`config.mk`:
```
export PLATFORM = sky130hd
export DESIGN_NAME = c8cc_core
export DESIGN_NICKNAME = d
export VERILOG_FILES = /design/src/c8cc_pkg.sv /design/src/c8cc_core.sv
export SDC_FILE = /design/constraint.sdc
export NUM_CORES = 1
export LEC_CHECK = 0
export BUFFER_PORTS_ARGS = -buffer_cell sky130_fd_sc_hd__buf_4
export CAP_MARGIN = 5
export CORE_MARGIN = 2
export CORE_UTILIZATION = 54
export CTS_BUF_LIST = sky130_fd_sc_hd__clkbuf_4 sky130_fd_sc_hd__clkbuf_8 sky130_fd_sc_hd__clkbuf_16
export DETAILED_ROUTE_END_ITERATION = 6
export GPL_ROUTABILITY_DRIVEN = 1
export PLACE_DENSITY_LB_ADDON = 0.2
export SETUP_SLACK_MARGIN = 0.05
export SLEW_MARGIN = 20
export SYNTH_ARGS = -nofsm -noshare
export SYNTH_HDL_FRONTEND = slang
export SYNTH_SLANG_ARGS = --single-unit
```
`constraint.sdc`:
```
create_clock -name clock -period 5.4 [get_ports clock]
set_clock_uncertainty 0.15 [all_clocks]
set_input_delay 1.08 -clock clock [delete_from_list [all_inputs] [get_ports clock]]
set_output_delay 1.08 -clock clock [all_outputs]
set_load 0.03 [all_outputs]
```
`src/c8cc_pkg.sv`:
```
// c8cc_pkg: constants and carrier types for the 8-bit counter/compare core
// assumes one 200 MHz system clock and synchronous active-high reset
package c8cc_pkg;

  // ==========================================================
  // widths and reset values
  localparam int             CNT_W         = 8;
  localparam logic [7:0]     BOTTOM_VAL    = 8'h00;
  localparam logic [7:0]     MAX_VAL       = 8'hFF;
  localparam logic [7:0]     CNT_RESET     = 8'h00;
  localparam logic [7:0]     CMP_RESET     = 8'h00;

  // ==========================================================
  // clock select encodings
  localparam logic [2:0]     CS_NONE       = 3'h0;
  localparam logic [2:0]     CS_DIV1       = 3'h1;
  localparam logic [2:0]     CS_DIV8       = 3'h2;
  localparam logic [2:0]     CS_DIV64      = 3'h3;
  localparam logic [2:0]     CS_DIV256     = 3'h4;
  localparam logic [2:0]     CS_DIV1024    = 3'h5;
  localparam logic [2:0]     CS_EXT_FALL   = 3'h6;
  localparam logic [2:0]     CS_EXT_RISE   = 3'h7;

  // prescaler taps, as bit index of a free-running 10-bit counter
  localparam int             PRE_W         = 10;
  localparam int             TAP_DIV8      = 2;
  localparam int             TAP_DIV64     = 5;
  localparam int             TAP_DIV256    = 7;
  localparam int             TAP_DIV1024   = 9;

  // ==========================================================
  // waveform modes
  typedef enum logic [1:0] {
    C8CC_NORMAL,
    C8CC_PWM_PC,
    C8CC_CTC,
    C8CC_PWM_FAST
  } c8cc_mode_t;

  // compare output actions
  typedef enum logic [1:0] {
    C8CC_OUT_OFF,
    C8CC_OUT_TOGGLE,
    C8CC_OUT_CLEAR,
    C8CC_OUT_SET
  } c8cc_out_t;

  // timer control register fields
  typedef struct packed {
    c8cc_mode_t  mode;
    c8cc_out_t   out_mode;
    logic [2:0]  clock_source_select;
  } c8cc_ctrl_t;

  // flag / mask layout
  typedef struct packed {
    logic        compare_match_flag;
    logic        overflow_flag;
  } c8cc_flags_t;

endpackage

```
`src/c8cc_core.sv`:
```
// c8cc_core: 8-bit up/down timer counter with one double-buffered compare unit
// assumes software-side strobes are single-cycle and synchronous to clock
`timescale 1ns/1ps

// Contract
// - counter and compare are 8-bit read/write registers
// - every timer request visible as a flag
// - each request masked separately; flag still sets
// - clock from prescaler or external pin
// - select chooses source and active edge
// - no source selected: counter holds unless software writes it
// - double-buffered compare checked on every timer tick
// - compare drives pwm or frequency output
// - compare match sets compare match flag
// - bottom signalled at 0x00
// - max signalled at 0xFF
// - top is 0xFF or compare, per mode
// - clock select field in control register
// - count changes counter by exactly one
// - direction picks increment or decrement
// - clear forces all counter bits zero
// - clear-on-match mode reloads from zero
// - two sources: overflow and compare match
// - select zero stops timer, access still works
// - software counter write beats clear/count
// - match flag set on following tick
// - writing one clears compare match flag
module c8cc_core
  import c8cc_pkg::*;
(
  // clock and reset
  input  wire logic                    clock,
  input  wire logic                    sys_rst,
  // timer control register
  input  wire c8cc_pkg::c8cc_ctrl_t    timer_control_reg,
  // counter value access
  input  wire logic                    counter_wr,
  input  wire logic [7:0]              counter_wdata,
  output logic [7:0]                   counter_value,
  // compare value access
  input  wire logic                    compare_wr,
  input  wire logic [7:0]              compare_wdata,
  output logic [7:0]                   compare_value,
  // flags and mask
  input  wire c8cc_pkg::c8cc_flags_t   timer_mask_reg,
  input  wire logic                    flag_wr,
  input  wire c8cc_pkg::c8cc_flags_t   flag_wdata,
  output c8cc_pkg::c8cc_flags_t        timer_flag_reg,
  output logic                         overflow_irq,
  output logic                         compare_irq,
  // pins and status
  input  wire logic                    external_count_pin,
  output logic                         compare_output_pin,
  output logic                         timer_tick,
  output logic                         at_bottom,
  output logic                         at_max,
  output logic                         at_top
);
  import c8cc_pkg::*;

  // ==========================================================
  // external pin synchroniser
  logic [2:0]        ext_sync_r;
  logic              ext_level_r;
  logic              ext_rise;
  logic              ext_fall;

  // three stages; a change counts once stages two and three agree
  always_ff @(posedge clock)
  begin
    if (sys_rst)
    begin
      ext_sync_r  <= 3'h0;
      ext_level_r <= 1'b0;
    end
    else
    begin
      ext_sync_r <= {ext_sync_r[1:0], external_count_pin};
      if (ext_sync_r[1] == ext_sync_r[2])
        ext_level_r <= ext_sync_r[2];
    end
  end

  assign ext_rise = ext_sync_r[1] & ext_sync_r[2] & ~ext_level_r;
  assign ext_fall = ~ext_sync_r[1] & ~ext_sync_r[2] & ext_level_r;

  // ==========================================================
  // prescaler and clock select
  logic [PRE_W-1:0]  pre_r;
  logic [PRE_W-1:0]  pre_nxt;
  logic              tick;

  assign pre_nxt = pre_r + 10'h001;

  // free-running; taps fire when all lower bits roll over
  always_ff @(posedge clock)
  begin
    if (sys_rst)
      pre_r <= '0;
    else
      pre_r <= pre_nxt;
  end

  // source and edge picked by the select field
  always_comb
  begin
    case (timer_control_reg.clock_source_select)
      CS_NONE:     tick = 1'b0;
      CS_DIV1:     tick = 1'b1;
      CS_DIV8:     tick = pre_nxt[TAP_DIV8:0] == '0;
      CS_DIV64:    tick = pre_nxt[TAP_DIV64:0] == '0;
      CS_DIV256:   tick = pre_nxt[TAP_DIV256:0] == '0;
      CS_DIV1024:  tick = pre_nxt[TAP_DIV1024:0] == '0;
      CS_EXT_FALL: tick = ext_fall;
      CS_EXT_RISE: tick = ext_rise;
      default:     tick = 1'b0;
    endcase
  end

  assign timer_tick = tick;

  // ==========================================================
  // top, direction and compare buffering
  logic [7:0]        cmp_buf_r;
  logic [7:0]        cmp_act_r;
  logic [7:0]        top_val;
  logic              pwm_mode;
  logic              dir_down_r;
  logic [7:0]        cnt_r;

  assign pwm_mode = (timer_control_reg.mode == C8CC_PWM_PC) ||
                    (timer_control_reg.mode == C8CC_PWM_FAST);
  // only clear-on-match uses the compare value as top
  assign top_val  = (timer_control_reg.mode == C8CC_CTC) ? cmp_act_r : MAX_VAL;

  assign at_bottom = cnt_r == BOTTOM_VAL;
  assign at_max    = cnt_r == MAX_VAL;
  assign at_top    = cnt_r == top_val;

  // buffered in pwm modes so pulses never come out odd-length
  always_ff @(posedge clock)
  begin
    if (sys_rst)
    begin
      cmp_buf_r <= CMP_RESET;
      cmp_act_r <= CMP_RESET;
    end
    else
    begin
      if (compare_wr)
        cmp_buf_r <= compare_wdata;
      if (!pwm_mode && compare_wr)
        cmp_act_r <= compare_wdata;
      else if (pwm_mode && tick && at_top && timer_control_reg.mode == C8CC_PWM_FAST)
        cmp_act_r <= cmp_buf_r;
      else if (pwm_mode && tick && at_max && timer_control_reg.mode == C8CC_PWM_PC)
        cmp_act_r <= cmp_buf_r;
      else if (!pwm_mode)
        cmp_act_r <= cmp_buf_r;
    end
  end

  assign compare_value = pwm_mode ? cmp_buf_r : cmp_act_r;

  // ==========================================================
  // counter unit: count, direction, clear
  logic              do_clear;
  logic              do_count;
  logic              match;
  logic              overflow_evt;

  assign match = cnt_r == cmp_act_r;

  // phase-correct turns round at max; at bottom the direction clears but the count still steps down to 0xFF
  always_ff @(posedge clock)
  begin
    if (sys_rst)
      dir_down_r <= 1'b0;
    else if (timer_control_reg.mode != C8CC_PWM_PC)
      dir_down_r <= 1'b0;
    else if (tick && at_max)
      dir_down_r <= 1'b1;
    else if (tick && at_bottom)
      dir_down_r <= 1'b0;
  end

  assign do_clear = tick && (timer_control_reg.mode == C8CC_CTC) && match;
  assign do_count = tick && !do_clear;

  // software write wins; clear beats count; only a write moves it without a tick
  always_ff @(posedge clock)
  begin
    if (sys_rst)
      cnt_r <= CNT_RESET;
    else if (counter_wr)
      cnt_r <= counter_wdata;
    else if (do_clear)
      cnt_r <= BOTTOM_VAL;
    else if (do_count && (dir_down_r ^ (timer_control_reg.mode == C8CC_PWM_PC && at_max)))
      cnt_r <= cnt_r - 8'h01;
    else if (do_count)
      cnt_r <= cnt_r + 8'h01;
  end

  assign counter_value = cnt_r;

  // overflow per mode: phase-correct at bottom, others wrapping from max
  assign overflow_evt = tick && ((timer_control_reg.mode == C8CC_PWM_PC) ?
                        (at_bottom && dir_down_r) : at_max) && !counter_wr;

  // ==========================================================
  // match blocking and flags
  logic              block_r;
  logic              match_evt;
  logic              ovf_flag_r;
  logic              cmp_flag_r;

  // a counter write blocks the match of the next tick, even when stopped
  always_ff @(posedge clock)
  begin
    if (sys_rst)
      block_r <= 1'b0;
    else if (counter_wr)
      block_r <= 1'b1;
    else if (tick)
      block_r <= 1'b0;
  end

  // flag set on the tick that follows the equal cycle
  assign match_evt = tick && match && !block_r && !counter_wr;

  // set wins over a simultaneous write-one clear
  always_ff @(posedge clock)
  begin
    if (sys_rst)
      cmp_flag_r <= 1'b0;
    else if (match_evt)
      cmp_flag_r <= 1'b1;
    else if (flag_wr && flag_wdata.compare_match_flag)
      cmp_flag_r <= 1'b0;
  end

  always_ff @(posedge clock)
  begin
    if (sys_rst)
      ovf_flag_r <= 1'b0;
    else if (overflow_evt)
      ovf_flag_r <= 1'b1;
    else if (flag_wr && flag_wdata.overflow_flag)
      ovf_flag_r <= 1'b0;
  end

  assign timer_flag_reg.compare_match_flag = cmp_flag_r;
  assign timer_flag_reg.overflow_flag      = ovf_flag_r;
  assign compare_irq  = cmp_flag_r & timer_mask_reg.compare_match_flag;
  assign overflow_irq = ovf_flag_r & timer_mask_reg.overflow_flag;

  // ==========================================================
  // waveform generator
  logic              wave_r;

  // non-pwm acts on match; fast pwm sets at bottom in clear mode, clears otherwise; phase-correct by direction
  always_ff @(posedge clock)
  begin
    if (sys_rst)
      wave_r <= 1'b0;
    else if (pwm_mode && tick)
    begin
      if (timer_control_reg.mode == C8CC_PWM_FAST && at_max)
        wave_r <= (timer_control_reg.out_mode == C8CC_OUT_CLEAR);
      else if (match_evt)
        wave_r <= dir_down_r ^ (timer_control_reg.out_mode == C8CC_OUT_SET);
    end
    else if (match_evt)
    begin
      case (timer_control_reg.out_mode)
        C8CC_OUT_TOGGLE: wave_r <= ~wave_r;
        C8CC_OUT_CLEAR:  wave_r <= 1'b0;
        C8CC_OUT_SET:    wave_r <= 1'b1;
        default:         wave_r <= wave_r;
      endcase
    end
  end

  // off mode releases the pin back to its port value (low here)
  assign compare_output_pin = (timer_control_reg.out_mode == C8CC_OUT_OFF) ? 1'b0 : wave_r;

endmodule

```
==> impl_metrics.csv <==
group,metric,value,unit
clock_network,cts_tree,"built",
yosys,synthTopCellsByArea,"dfxtp_1 33%, mux2i_1 6.9%, nor2_1 4.9%",
floorplan,dieArea,5420,sq um
detailed_routing,routedWlPerCell,14.2,microns
clock_network,htree_levels,2,
place,place_congestion,0.864,
timing,whs,309,ps
hold_path,hp-class,"flop to flop",
setup_path,required,5420,ps
clock_network,clk_pin_slew,90,ps
floorplan,die_w,73.6,microns
power,vdd_drop_max,0.138,mV
grt,overflow,0,
yosys,asyncSetResetFlopFracSynth,0,
yosys,synth_edf_count,0,
clock_network,root_buffer,"clkbuf_8",
timing,drv_slew,0,
final_layout,multi_input_area,1650,sq um
timing,setup_tns,0,ps
detailed_routing,vias,2303,
setup_path,crit_type,"flop to flop",
yosys,seq_area_frac_synth,0.329,
grt,antenna_found_initial,0,
setup_path,crit_start,"pre_r[0]",
setup_path,crit_path_start_kind,"flop",
yosys,netlist_area,2620,sq um
timing,max_freq,219,MHz
timing,finalCritPeriodShare,0.844,
clock_network,cts_sinks,43,
detailed_routing,drc,0,
yosys,synth_ff_type,"dfxtp_1",
run_status,outcome,"finished clean",
final_layout,antenna_cells,0,
run,drv_cap,0,
timing,rsz0062_at_grt,"false",
grt,grt_max_degree,44,
clock_network,cts_setup_buffers,0,
grt,grt_pass1_vias,2152,
timing,hold_viol,0,
setup_path,cp_num_buf_inv,0,
timing,relSlewSlack,0.365,
final_layout,final_area,3150,sq um
setup_path,reg2reg_slack,840,ps
clock_network,cts_buffers,5,
yosys,synthDistinctLibCells,50,
hold_path,min_from,"ext_sync_r[0]",
timing,period_needed,4560,ps
clock_network,clk_latency,290,ps
place,numPortBuffers,57,
floorplan,ioPinCount,58,
hold_path,min_path_cells,1,
setup_path,path_cells,"ha_1, nand4_1, or4b_1, a21oi_2, o2111a_1, nor2_1, nor3_1, ha_1, a21oi_1, nor2b_1, o31a_1, o41ai_1, xnor2_1, a222oi_1, nor2_1",
final_layout,area_delta_synth_final,20.3,%
final_layout,fin_nets,396,
detailed_routing,ant_nets,0,
final_layout,mostFrequentLayoutCell,"buf_4",
floorplan,die_height,73.6,microns
power,leakagePower,1.30,nW
setup_path,critPathMaxFanout,7,
setup_path,arrival,4580,ps
detailed_routing,drt-pass1-iter-count,4,
yosys,yosys.area.top_type,"dfxtp_1",
place,place_area,3050,sq um
timing,setup_violations,0,
grt,grt_pass1_wl,9720,microns
clock_network,clock_path_buffers,2,
setup_path,endpoint_kind,"flop",
power,power.total,0.000710,W
final_layout,nFillCells,430,
timing,tightest_slew,946,ps
detailed_routing,totalWireLength,5780,microns
setup_path,r2r-start,"pre_r[0]",
floorplan,num_rows,25,
yosys,ys_warn_count,0,
setup_path,max_stage_delay,680,ps
setup_path,cp_num_cells,15,
grt,grt_usage,0.227,
yosys,netlist_instances,303,
final_layout,mostFrequentLayoutCells,"57 x buf_4, 43 x dfxtp_1, 34 x nor2_1",
clock_network,cts_hold_buf,0,
final_layout,final_cells,407,
place,dp_hpwl,4330,microns
yosys,syn_avg_cell_area,8.63,sq um
final_layout,regArea,861,sq um
place,dp.cells,399,
power,powerDensity,226,nW/um^2
detailed_routing,vias_per_cell,5.66,
yosys,synth_top_area_share,0.329,
final_layout,drive_above_1_share,0.235,
floorplan,core_area,4690,sq um
floorplan,initial_core_util,0.557,
setup_path,crit_family,"simple AND/OR/NAND/NOR gates",
yosys,ys_ff_latch,43,
setup_path,cp_slowest_cell,"nor3_1",
clock_network,ctsResizeCount,0,
detailed_routing,drtIter0Drc,168,
yosys,syn-num-nets,347,
setup_path,reg2reg_depth,15,
## power by group
group          internal (W)  switching, W
sequential         0.000332     0.0000164
combinational     0.0000654     0.0000758
clock              0.000104      0.000116
## path summary, 6_finish.rpt
| check | to |
|---|---|
| worst min-delay path | ext_sync_r[1] |
| worst max-delay path | counter_value[7] |
| worst min register to register | ext_sync_r[1] |
| worst max register to register | counter_value[7] |
## metal layers
layer | vias to the layer above | track usage | share of wire
li1 | 1184 | - | -
met1 | 1074 | 0.304 | 0.46
met2 | 43 | 0.383 | 0.50
met3 | 2 | 0.0384 | 0.033
met4 | 0 | 0.0525 | 0.0054
met5 | - | 0 | 0
## cells in the mapped netlist, types with 3 or more instances
cell,n
dfxtp_1,43
nor2_1,34
nand2_1,19
mux2i_1,18
a21oi_1,16
a211oi_1,14
clkbuf_1,11
nand2b_1,11
nor2b_1,11
ha_1,10
inv_1,10
mux2_2,9
nor3b_1,9
xnor2_1,9
a22oi_1,6
nand3_1,6
nor3_1,6
o21ai_0,6
and2_1,5
xor2_1,4
nand4_1,3
nor4_1,3
o2111ai_1,3
or3_1,3
## worst register-to-register path, stage by stage (launching register included)
cell and delay, ps:
dfxtp_1 380, ha_1 250, nand4_1 200, or4b_1 530, a21oi_2 180, o2111a_1 260
nor2_1 110, nor3_1 680, ha_1 360, a21oi_1 140, nor2b_1 70, o31a_1 250
o41ai_1 360, xnor2_1 130, a222oi_1 320, nor2_1 60
## cells by family after synthesis
| kind of cell | count (synthesis) | synth area share |
|---|---|---|
| AOI/OAI and AO/OA | 65 | 0.182 |
| xor gates and xnor gates | 13 | 0.0435 |
| adders and majority gates | 11 | 0.0555 |
| buffers and inverters | 25 | 0.0388 |
| DFF | 43 | 0.329 |
| muxes | 27 | 0.108 |
| and+or+nand+nor | 119 | 0.244 |
## flip-flops by register name (all words and copies together), names as in the netlist
signal / flops
pre_r: 10
ext_level_r: 1
block_r: 1
ext_sync_r: 3
dir_down_r: 1
wave_r: 1
ovf_flag_r: 1
cmp_buf_r: 8
counter_value: 8
cmp_flag_r: 1
cmp_act_r: 8
## stage by stage
step | util | setup WS [ps]
after floorplan | - | 1310
after global placement | 0.649 | 961
after detailed placement | 0.649 | 846
after CTS | 0.670 | 835
after global routing | 0.670 | 355
final | 0.670 | 840
## cell type report
cell class,count,area share
multi-input combinational,235,0.525
tap,54,0.0215
timing repair buffer,57,0.136
clock buffer,6,0.0263
inverter,10,0.0119
sequential,43,0.274
clock inverter,2,0.00517
Note: power is estimated with default switching activity, not from simulation.
